--- src/rtl/gel_pkg.sv ---
package gel_pkg;

  // ----------------------------------------------------------------
  // Register offsets
  // ----------------------------------------------------------------
  localparam logic [7:0] GEL_ADDR_MASK = 8'h05;
  localparam logic [7:0] GEL_ADDR_SENSE_HI = 8'h06;
  localparam logic [7:0] GEL_ADDR_SENSE_LO = 8'h07;
  localparam logic [7:0] GEL_ADDR_SRC = 8'h08;
  localparam logic [7:0] GEL_ADDR_EVT = 8'h09;
  localparam logic [7:0] GEL_ADDR_MODE = 8'h10;
  localparam logic [7:0] GEL_ADDR_TBL0 = 8'h11;
  localparam logic [7:0] GEL_ADDR_TBL1 = 8'h12;
  localparam logic [7:0] GEL_ADDR_TBL2 = 8'h13;
  localparam logic [7:0] GEL_ADDR_TBL3A = 8'h14;
  localparam logic [7:0] GEL_ADDR_TBL3B = 8'h15;

  // ----------------------------------------------------------------
  // Reset values
  // ----------------------------------------------------------------
  localparam logic [7:0] GEL_RST_MASK = 8'hff;
  localparam logic [7:0] GEL_RST_SENSE = 8'h00;
  localparam logic [7:0] GEL_RST_FLAGS = 8'h00;
  localparam logic [7:0] GEL_RST_MODE = 8'h00;
  localparam logic [7:0] GEL_RST_TBL = 8'h00;

  // ----------------------------------------------------------------
  // Field positions of the logic decode mode register
  // ----------------------------------------------------------------
  localparam int GEL_MODE_HI_LSB = 4;
  localparam int GEL_MODE_LO_LSB = 0;
  localparam logic [7:0] GEL_MODE_WR_MASK = 8'h33;
  // Two-to-one table: upper nibble decodes lines 5:4, lower lines 1:0
  localparam int GEL_TBL0_HI_LSB = 4;

  // ----------------------------------------------------------------
  // Encodings
  // ----------------------------------------------------------------
  typedef enum logic [1:0] {
    GEL_SENSE_NONE = 2'h0,
    GEL_SENSE_RISE = 2'h1,
    GEL_SENSE_FALL = 2'h2,
    GEL_SENSE_BOTH = 2'h3
  } gel_sense_type;

  typedef enum logic [1:0] {
    GEL_MODE_GPIO = 2'h0,
    GEL_MODE_2TO1 = 2'h1,
    GEL_MODE_3TO1 = 2'h2,
    GEL_MODE_3TO2 = 2'h3
  } gel_mode_type;

endpackage

--- src/rtl/gel_edge_det.sv ---
`timescale 1ns/1ps

module gel_edge_det
  import gel_pkg::*;
(
  // Clock and reset
  input wire logic i_clk,
  input wire logic i_rst_n,
  // Pin and setting
  input wire logic i_pin,
  input wire logic [1:0] i_sense,
  // Results
  output logic o_level,
  output logic o_hit
);

  logic [2:0] sync_q;
  logic [2:0] sync_d;
  logic level_q;
  logic level_d;
  logic hit_q;
  logic hit_d;
  logic rise;
  logic fall;

  // Level moves only when the second and third stage agree
  always_comb begin
    sync_d = {sync_q[1:0], i_pin};
    level_d = level_q;
    if (sync_q[1] == sync_q[2]) begin
      level_d = sync_q[2];
    end
    rise = level_d & ~level_q;
    fall = ~level_d & level_q;
    unique case (gel_sense_type'(i_sense))
      GEL_SENSE_NONE: hit_d = 1'b0;
      GEL_SENSE_RISE: hit_d = rise;
      GEL_SENSE_FALL: hit_d = fall;
      GEL_SENSE_BOTH: hit_d = rise | fall;
    endcase
  end

  always_ff @(posedge i_clk or negedge i_rst_n) begin
    if (!i_rst_n) begin
      sync_q <= 3'h0;
      level_q <= 1'b0;
      hit_q <= 1'b0;
    end else begin
      sync_q <= sync_d;
      level_q <= level_d;
      hit_q <= hit_d;
    end
  end

  assign o_level = level_q;
  assign o_hit = hit_q;

endmodule

--- src/rtl/gel_top.sv ---
// Summary of operation
// - Lines 1 and 0 have two-bit sense fields at 3:2 and 1:0; 11 both.
// - Sense 00 none, 01 rising only, 10 falling only, per line.
// - Mask bit 0 lets a line interrupt; mask bit 1 suppresses it.
// - Unmasked matching edge sets the line's interrupt-origin flag.
// - Writing one to an origin flag clears it and its event flag.
// - Interrupt output returns high once all origin flags are clear.
// - Any matching edge, masked or not, sets the line's event flag.
// - Writing one to an event flag clears it and its origin flag.
// - Upper mode field 5:4 controls lines 7:4; 00 GPIO, 11 reserved.
// - Upper mode 01 drives line 6 from table zero by lines 5:4.
// - Upper mode 10 drives line 7 from table one by lines 6:4.
// - Lower mode field 1:0 controls lines 4:0; 00 is GPIO.
// - Lower mode 01 drives line 2 from table zero by lines 1:0.
// - Lower mode 10 drives line 3 from table two by lines 2:0.
// - Lower mode 11 drives lines 4 and 3 from table three by 2:0.
// - Table zero bits 7..4 give line 6 for inputs 11,10,01,00.
`timescale 1ns/1ps

module gel_top
  import gel_pkg::*;
(
  // Clock and reset
  input wire logic i_clk,
  input wire logic i_rstn,
  // Register port
  input wire logic [7:0] i_reg_addr,
  input wire logic [7:0] i_reg_wdata,
  input wire logic i_reg_wr,
  input wire logic i_reg_rd,
  output logic [7:0] o_reg_rdata,
  // Ordinary GPIO drive from the data and direction registers
  input wire logic [7:0] i_gpio_dout,
  input wire logic [7:0] i_gpio_oe,
  // IO lines
  input wire logic [7:0] i_io,
  output logic [7:0] o_io,
  output logic [7:0] o_io_oe,
  // Open-drain interrupt
  output logic o_irq_out_n,
  output logic o_irq_out_n_oe
);

  // ----------------------------------------------------------------
  // Reset release
  // ----------------------------------------------------------------
  logic [1:0] rst_sync_q;
  logic rst_n;

  always_ff @(posedge i_clk or negedge i_rstn) begin
    if (!i_rstn) begin
      rst_sync_q <= 2'h0;
    end else begin
      rst_sync_q <= {rst_sync_q[0], 1'b1};
    end
  end

  assign rst_n = rst_sync_q[1];

  // ----------------------------------------------------------------
  // Edge detection
  // ----------------------------------------------------------------
  logic [15:0] sense;
  logic [7:0] lvl;
  logic [7:0] hit;

  for (genvar g = 0; g < 8; g++) begin : g_line
    gel_edge_det u_edge (
      .i_clk(i_clk),
      .i_rst_n(rst_n),
      .i_pin(i_io[g]),
      .i_sense(sense[2*g +: 2]),
      .o_level(lvl[g]),
      .o_hit(hit[g])
    );
  end

  // ----------------------------------------------------------------
  // Configuration registers
  // ----------------------------------------------------------------
  logic [7:0] mask_q;
  logic [7:0] mask_d;
  logic [7:0] sense_hi_q;
  logic [7:0] sense_hi_d;
  logic [7:0] sense_lo_q;
  logic [7:0] sense_lo_d;
  logic [7:0] mode_q;
  logic [7:0] mode_d;
  logic [7:0] tbl0_q;
  logic [7:0] tbl0_d;
  logic [7:0] tbl1_q;
  logic [7:0] tbl1_d;
  logic [7:0] tbl2_q;
  logic [7:0] tbl2_d;
  logic [7:0] tbl3a_q;
  logic [7:0] tbl3a_d;
  logic [7:0] tbl3b_q;
  logic [7:0] tbl3b_d;

  always_comb begin
    mask_d = mask_q;
    sense_hi_d = sense_hi_q;
    sense_lo_d = sense_lo_q;
    mode_d = mode_q;
    tbl0_d = tbl0_q;
    tbl1_d = tbl1_q;
    tbl2_d = tbl2_q;
    tbl3a_d = tbl3a_q;
    tbl3b_d = tbl3b_q;
    if (i_reg_wr) begin
      unique case (i_reg_addr)
        GEL_ADDR_MASK: mask_d = i_reg_wdata;
        GEL_ADDR_SENSE_HI: sense_hi_d = i_reg_wdata;
        GEL_ADDR_SENSE_LO: sense_lo_d = i_reg_wdata;
        // Reserved bits are not stored so they always read zero
        GEL_ADDR_MODE: mode_d = i_reg_wdata & GEL_MODE_WR_MASK;
        GEL_ADDR_TBL0: tbl0_d = i_reg_wdata;
        GEL_ADDR_TBL1: tbl1_d = i_reg_wdata;
        GEL_ADDR_TBL2: tbl2_d = i_reg_wdata;
        GEL_ADDR_TBL3A: tbl3a_d = i_reg_wdata;
        GEL_ADDR_TBL3B: tbl3b_d = i_reg_wdata;
        default: ;
      endcase
    end
  end

  always_ff @(posedge i_clk or negedge rst_n) begin
    if (!rst_n) begin
      mask_q <= GEL_RST_MASK;
      sense_hi_q <= GEL_RST_SENSE;
      sense_lo_q <= GEL_RST_SENSE;
      mode_q <= GEL_RST_MODE;
      tbl0_q <= GEL_RST_TBL;
      tbl1_q <= GEL_RST_TBL;
      tbl2_q <= GEL_RST_TBL;
      tbl3a_q <= GEL_RST_TBL;
      tbl3b_q <= GEL_RST_TBL;
    end else begin
      mask_q <= mask_d;
      sense_hi_q <= sense_hi_d;
      sense_lo_q <= sense_lo_d;
      mode_q <= mode_d;
      tbl0_q <= tbl0_d;
      tbl1_q <= tbl1_d;
      tbl2_q <= tbl2_d;
      tbl3a_q <= tbl3a_d;
      tbl3b_q <= tbl3b_d;
    end
  end

  assign sense = {sense_hi_q, sense_lo_q};

  // ----------------------------------------------------------------
  // Event and interrupt-origin flags
  // ----------------------------------------------------------------
  logic [7:0] evt_q;
  logic [7:0] evt_d;
  logic [7:0] src_q;
  logic [7:0] src_d;
  logic [7:0] clr;
  logic [15:0] sense_new;

  always_comb begin
    clr = 8'h00;
    sense_new = {sense_hi_d, sense_lo_d};
    if (i_reg_wr && (i_reg_addr == GEL_ADDR_SRC ||
                     i_reg_addr == GEL_ADDR_EVT)) begin
      clr = i_reg_wdata;
    end
    for (int i = 0; i < 8; i++) begin
      if (sense_new[2*i +: 2] != sense[2*i +: 2]) begin
        clr[i] = 1'b1;
      end
    end
    // A new edge in the clearing cycle is kept: set beats clear
    evt_d = (evt_q & ~clr) | hit;
    src_d = (src_q & ~clr) | (hit & ~mask_q);
  end

  always_ff @(posedge i_clk or negedge rst_n) begin
    if (!rst_n) begin
      evt_q <= GEL_RST_FLAGS;
      src_q <= GEL_RST_FLAGS;
    end else begin
      evt_q <= evt_d;
      src_q <= src_d;
    end
  end

  // ----------------------------------------------------------------
  // Interrupt pin
  // ----------------------------------------------------------------
  logic irq_q;
  logic irq_d;

  always_comb begin
    irq_d = |src_q;
  end

  always_ff @(posedge i_clk or negedge rst_n) begin
    if (!rst_n) begin
      irq_q <= 1'b0;
    end else begin
      irq_q <= irq_d;
    end
  end

  // Open drain: only ever pulls low, never drives high
  assign o_irq_out_n = 1'b0;
  assign o_irq_out_n_oe = irq_q;

  // ----------------------------------------------------------------
  // Logic decode
  // ----------------------------------------------------------------
  logic [7:0] io_d;
  logic [7:0] io_q;
  logic [7:0] oe_d;
  logic [7:0] oe_q;
  logic [1:0] mode_hi;
  logic [1:0] mode_lo;
  logic [2:0] idx_hi2;
  logic [2:0] idx_lo2;

  always_comb begin
    io_d = i_gpio_dout;
    oe_d = i_gpio_oe;
    mode_hi = mode_q[GEL_MODE_HI_LSB +: 2];
    mode_lo = mode_q[GEL_MODE_LO_LSB +: 2];
    idx_hi2 = 3'(GEL_TBL0_HI_LSB) + {1'b0, lvl[5:4]};
    idx_lo2 = {1'b0, lvl[1:0]};
    unique case (gel_mode_type'(mode_hi))
      GEL_MODE_GPIO: ;
      GEL_MODE_2TO1: begin
        io_d[6] = tbl0_q[idx_hi2];
        oe_d[6] = 1'b1;
      end
      GEL_MODE_3TO1: begin
        io_d[7] = tbl1_q[lvl[6:4]];
        oe_d[7] = 1'b1;
      end
      GEL_MODE_3TO2: ;
    endcase
    // Lower mode wins on line 4 since the upper modes never drive it
    unique case (gel_mode_type'(mode_lo))
      GEL_MODE_GPIO: ;
      GEL_MODE_2TO1: begin
        io_d[2] = tbl0_q[idx_lo2];
        oe_d[2] = 1'b1;
      end
      GEL_MODE_3TO1: begin
        io_d[3] = tbl2_q[lvl[2:0]];
        oe_d[3] = 1'b1;
      end
      GEL_MODE_3TO2: begin
        io_d[3] = tbl3a_q[lvl[2:0]];
        io_d[4] = tbl3b_q[lvl[2:0]];
        oe_d[4:3] = 2'h3;
      end
    endcase
  end

  always_ff @(posedge i_clk or negedge rst_n) begin
    if (!rst_n) begin
      io_q <= 8'h00;
      oe_q <= 8'h00;
    end else begin
      io_q <= io_d;
      oe_q <= oe_d;
    end
  end

  assign o_io = io_q;
  assign o_io_oe = oe_q;

  // ----------------------------------------------------------------
  // Read data
  // ----------------------------------------------------------------
  logic [7:0] rdata_q;
  logic [7:0] rdata_d;

  always_comb begin
    rdata_d = rdata_q;
    if (i_reg_rd) begin
      unique case (i_reg_addr)
        GEL_ADDR_MASK: rdata_d = mask_q;
        GEL_ADDR_SENSE_HI: rdata_d = sense_hi_q;
        GEL_ADDR_SENSE_LO: rdata_d = sense_lo_q;
        GEL_ADDR_SRC: rdata_d = src_q;
        GEL_ADDR_EVT: rdata_d = evt_q;
        GEL_ADDR_MODE: rdata_d = mode_q;
        GEL_ADDR_TBL0: rdata_d = tbl0_q;
        GEL_ADDR_TBL1: rdata_d = tbl1_q;
        GEL_ADDR_TBL2: rdata_d = tbl2_q;
        GEL_ADDR_TBL3A: rdata_d = tbl3a_q;
        GEL_ADDR_TBL3B: rdata_d = tbl3b_q;
        default: rdata_d = 8'h00;
      endcase
    end
  end

  always_ff @(posedge i_clk or negedge rst_n) begin
    if (!rst_n) begin
      rdata_q <= 8'h00;
    end else begin
      rdata_q <= rdata_d;
    end
  end

  assign o_reg_rdata = rdata_q;

endmodule

--- config.mk ---
export PLATFORM = sky130hd
export DESIGN_NAME = gel_top
export DESIGN_NICKNAME = d
export VERILOG_FILES = /design/src/rtl/gel_pkg.sv /design/src/rtl/gel_edge_det.sv /design/src/rtl/gel_top.sv
export SDC_FILE = /design/constraint.sdc
export NUM_CORES = 1
export LEC_CHECK = 0
export BUFFER_PORTS_ARGS = -buffer_cell sky130_fd_sc_hd__clkbuf_2
export CAP_MARGIN = 20
export CELL_PAD_IN_SITES_DETAIL_PLACEMENT = 0
export CELL_PAD_IN_SITES_GLOBAL_PLACEMENT = 1
export CORE_ASPECT_RATIO = 0.5
export CORE_MARGIN = 2
export CORE_UTILIZATION = 45
export DETAILED_ROUTE_END_ITERATION = 7
export MAX_ROUTING_LAYER = met4
export PLACE_DENSITY_LB_ADDON = 0.2
export SYNTH_ARGS = -nofsm -noshare
export SYNTH_HDL_FRONTEND = slang
export SYNTH_HIERARCHICAL = 1
export SYNTH_SLANG_ARGS = --single-unit
--- constraint.sdc ---
create_clock -name i_clk -period 6.5 [get_ports i_clk]
set_input_delay 0.65 -clock i_clk [delete_from_list [all_inputs] [get_ports i_clk]]
set_output_delay 0.65 -clock i_clk [all_outputs]
set_load 0.1 [all_outputs]
# Word-level counts from Yosys, hierarchy flattened
# Cells that the tools add are included.
# classes
add_sub_neg,1
n_mul,0
div_mod_pow,0
magnitude_cmp,4
n_eq_ne,56
n_shift,0
n_mux,52
bitwise_logic,47
n_reduce_logical,19
# ops
cell,n
$pmux 8 s11,1
$eq 8x5->1 const B,6
$mux 8,5
$eq 2x2->1 const B,19
$pmux 1 s4,8
$mux 1,31
$and 8x8->8,3
$eq 8x3->1 const B,3
$eq 2x1->1 const B,10
$and 1x1->1,16
$eq 8x4->1 const B,2
$logic_not 2->1,8
$ne 2x2->1,8
$not 1->1,16
$not 8->8,2
$or 8x8->8,2
$bmux 1 s3,5
$reduce_and 2->1,7
$lt 3x4->1 const B,3
$eq 1x1->1,8
$or 1x1->1,8
$reduce_or 8->1,1
$lt 2x4->1 const B,1
$add 3x2->3 const A,1
other kinds (5),5
# totals
ff_bits,151
latch_bits,0
mem_bits_rw,0
rom_bits,0
input_bits,44
output_inout_bits,26
wordCells,219
memories,0

# Longest topological paths before layout
# logic_depth
depth_word,8
mapped_depth,8
ltp_nobuf,5

# Modules after synthesis
# Netlist, hierarchy kept.
# modules_own_cells
module,n_inst,cells_per_inst,area_per_inst_um2
gel_top,1,455,5549.1
gel_edge_det,8,13,188.9

# Least setup slack after synthesis
# OpenSTA, ideal clock, no wires.
# synth_path
kind,input port to flip-flop
start,input i_reg_addr[3]
end,register sense_hi_q[0]
setup_time_ps,125
arrival_time_ps,1934
path_slack_ps,4441
path_stages,7
cell_sequence,buf_2 -> and3b_1 -> clkbuf_1 -> nand2_1 -> nor2_1 -> buf_2 -> mux2_2
# synth_via
elab_chain_len,3
# synth_rtl
element,line,source
"start, declared",gel_top.sv:27,"input wire logic [7:0] i_reg_addr,"
$eq 8x3->1,gel_top.sv:111,unique case (i_reg_addr)
$mux 8,gel_top.sv:111,
$mux 8,gel_top.sv:110,if (i_reg_wr) begin
net sense_hi_d[0],gel_top.sv:84,logic [7:0] sense_hi_d;
"end signal, assigned",gel_top.sv:140,sense_hi_q <= sense_hi_d;
"end, declared",gel_top.sv:83,logic [7:0] sense_hi_q;
# The timed path passes the listed nets, and every way through them passes these cells.
# A chain may end at the register's enable or synchronous reset.

# Worst setup path after layout
# layout_path
start,input i_reg_addr[4]
end,register sense_hi_q[1]
# The elaborated chain is that of the path after synthesis.

==> summary.txt <==
antenna violations before repair - 0
Clk pin slew, worst setup/hold paths - 0.06 ns
global-route usage over all layers - 22.50%
Vias - 4,718
maximum number of buffers from clock root to sink - 2
clock tree from TritonCTS - yes
Detailed Routing Iterations Pass 1 - 6
count of buffers inserted at the top-level ports - 68
later-pin clock latency in the skew report - 0.42 ns
unique cell type count in the Yosys netlist - 59
part of the Yosys area used for sequential elements - 53.66%
residual DRC count - 0
fmax - 0.3309 GHz
mean cell area of the mapped netlist - 12.63 um^2
DIE HEIGHT - 92.57 um
horizontal extent of the die - 181.1 um
maximum fanout along the worst path - 12
Final Setup Violations - 0
CTS root buf - sky130_fd_sc_hd__clkbuf_16
worst slew pin tran - 1.008 ns
core footprint - 15,370 um^2
peak ir drop on the vdd network - 164.0 uV
htree depth - 4
total die area - 16,770 um^2
via density per instance - 5.637
launching element of the worst setup path - i_reg_addr[4]
CTS Sinks - 151
DP Cell Count - 803
routed wire length - 17,270 um
Critical R2R Launch - g_line[1].u_edge/o_level$_DFF_PN0_
cell row count - 32
Post-synth EDFFs - 0
period utilisation layout - 46.50%
kind of start point of the critical path - input port
final critical-path setup slack - 3.478 ns
FF-to-FF path depth - 5
post-route setup TNS - 0 ns
Syn Std Cell Area - 7061 um^2
ys async rst share - 100.0%
Layout area overhead - 15.10%
remaining global-route overflow - 0
share of post-route cells with drive strength above 1 - 34.18%
Crit. End Element - register
post-CTS setup buffer count - 0
setup repair after global routing missed its margin - no
Crit path arrival time - 3.33 ns
Syn Inst Count - 559
worst setup path category - in2reg
headroom to the max-slew limit - 32.25%
time the worst path needs with I/O delays and setup - 3.022 ns
number of CTS-inserted buffers - 17
remaining antenna violation count - 0
RePlAce Congestion - 0.8603
cell taking the most area after synthesis - sky130_fd_sc_hd__dfrtp_1
Leak - 3.606 nW
most used flip-flop cell after synthesis - sky130_fd_sc_hd__dfrtp_1
ranking of synthesized cells by area - sky130_fd_sc_hd__dfrtp_1 51%, sky130_fd_sc_hd__mux2_2 11%, sky130_fd_sc_hd__mux4_2 4.1%, sky130_fd_sc_hd__dfstp_2 3.0%, sky130_fd_sc_hd__maj3_1 2.3%
number of max-cap violations - 0
number of nets produced by synthesis - 611
via count of the first global-routing pass - 4,580
number of warnings printed during yosys synthesis - 6
register bit count reported by yosys - 151
most common cell in the synthesized netlist - sky130_fd_sc_hd__dfrtp_1
Final Max Slew Viols - 0
endpoints failing hold - 0
Setup WS pre-CTS - 3.099 ns
Initial Util - 45.92%
status - finished clean
Filler cells - 1,368
Layout Nets - 671
largest net degree at the start of global routing - 57
non-filler cells, final - 837
total half-perimeter wirelength after legalization and detailed placement - 11,980 um
First DRT Iteration DRCs - 344
first-pass GRT wire length - 27,260 um
cells resized by post-CTS repair - 0
PD cells - 278.9 nW/um^2
endpoint required time on the critical path - 6.80 ns
worst hold-check path type - reg2async
final setup skew - 0.009313 ns
quantity of hold-fixing buffers added after cts - 1
leading post-synthesis cells by instance count - 143 x sky130_fd_sc_hd__dfrtp_1, 70 x sky130_fd_sc_hd__mux2_2, 31 x sky130_fd_sc_hd__nand2_1, 28 x sky130_fd_sc_hd__inv_1
area share of the largest cell type after synthesis - 50.68%
wire length per cell - 20.64 um
Top Ports - 70
-- sequential cells by signal, indices dropped and copies added, names as in the netlist --
name,cells
mode_q,4
g_line.u_edge/o_hit,8
g_line.u_edge/o_level,8
rst_sync_q,2
tbl3b_q,8
sense_lo_q,8
sense_hi_q,8
o_io_oe,8
o_reg_rdata,8
tbl1_q,8
evt_q,8
tbl2_q,8
o_io,8
src_q,8
mask_q,8
tbl3a_q,8
o_irq_out_n_oe,1
tbl0_q,8
g_line.u_edge/sync_q,24
-- metrics by stage --
step                hold WS [ns]  area [um^2]  utilization (%)  total power, mW
floorplan                 0.3312         7061                -            1.250
global placement          0.3319         7550            49.10            1.327
detailed placement        0.3347         7550            49.10            1.334
CTS                       0.3173         8124            52.84            2.290
global route              0.3142         8124            52.84            2.357
finish                    0.3103         8127            52.86            2.267
-- logic make-up after synthesis --
logic type	synth area share, %
xor gates and xnor gates	1.737
adders and majority gates	3.686
DFF	53.66
and+or+nand+nor	8.825
muxes	18.43
other	0.1064
buffers and inverters	3.544
AOI/OAI and AO/OA	10.01
-- path summary, 6_finish.rpt --
path                       slack (ns)                                   end
setup / recovery                 3.48               sense_hi_q[1]$_DFF_PN0_
hold reg to reg                  0.31  g_line[1].u_edge/sync_q[2]$_DFF_PN0_
hold / removal                   0.31  g_line[1].u_edge/sync_q[2]$_DFF_PN0_
setup reg to reg                 4.38                     o_io[3]$_DFF_PN0_
max in group asynchronous        5.03                 tbl2_q[0]$_DFFE_PN0P_
min in group i_clk               0.33  g_line[5].u_edge/sync_q[0]$_DFF_PN0_
-- critical path, stage by stage --
cell	delay (ns)
sky130_fd_sc_hd__clkbuf_2	0.18
sky130_fd_sc_hd__nor4_2	0.91
sky130_fd_sc_hd__nand2b_1	0.36
sky130_fd_sc_hd__nor2_1	0.80
sky130_fd_sc_hd__mux2_2	0.42
-- layer usage --
layer  up-vias  global-route usage [%]  part of all wire [%]
li1       2170                       -                     -
met1      2402                   33.68                    51
met2       128                   31.13                    42
met3        18                   4.404                   5.9
met4         0                   6.030                   1.1
met5         -                       -                     0
-- placed cells by master, fill, tap and decap left out, drive strengths merged, types with 5 or more instances in the layout --
| cell | n |
|---|---|
| mux4 | 13 |
| dfstp | 8 |
| mux2i | 10 |
| inv | 33 |
| mux2 | 78 |
| a22oi | 16 |
| o22ai | 15 |
| ha | 8 |
| or4b | 8 |
| maj3 | 16 |
| clkbuf | 88 |
| and2 | 5 |
| nand2b | 12 |
| nor2 | 8 |
| a21oi | 18 |
| nor2b | 6 |
| nand3 | 8 |
| nand2 | 31 |
| a31oi | 9 |
| xnor2 | 14 |
| a21o | 6 |
| dfrtp | 143 |
| o21ai | 19 |
-- where the power goes --
group	internal, mW	leakage [nW]	total (mW)	switching [mW]
sequential	1.01	1.87	1.08	0.0743
clock	0.543	0.264	0.949	0.407
combinational	0.0995	1.47	0.237	0.137
-- cell type report --
class                   instances  area, um^2  area share, %
diodes                          1       2.502        0.03079
multi-input cells             348        3027          37.24
well taps                     204       255.2          3.141
inverters                      28       105.1          1.293
clock buffers                  20       446.7          5.497
clock inverters                12       117.6          1.447
repair buffers                 73       380.4          4.681
flip-flops and latches        151        3792          46.67
No activity file was read; power rests on OpenSTA's default activity.
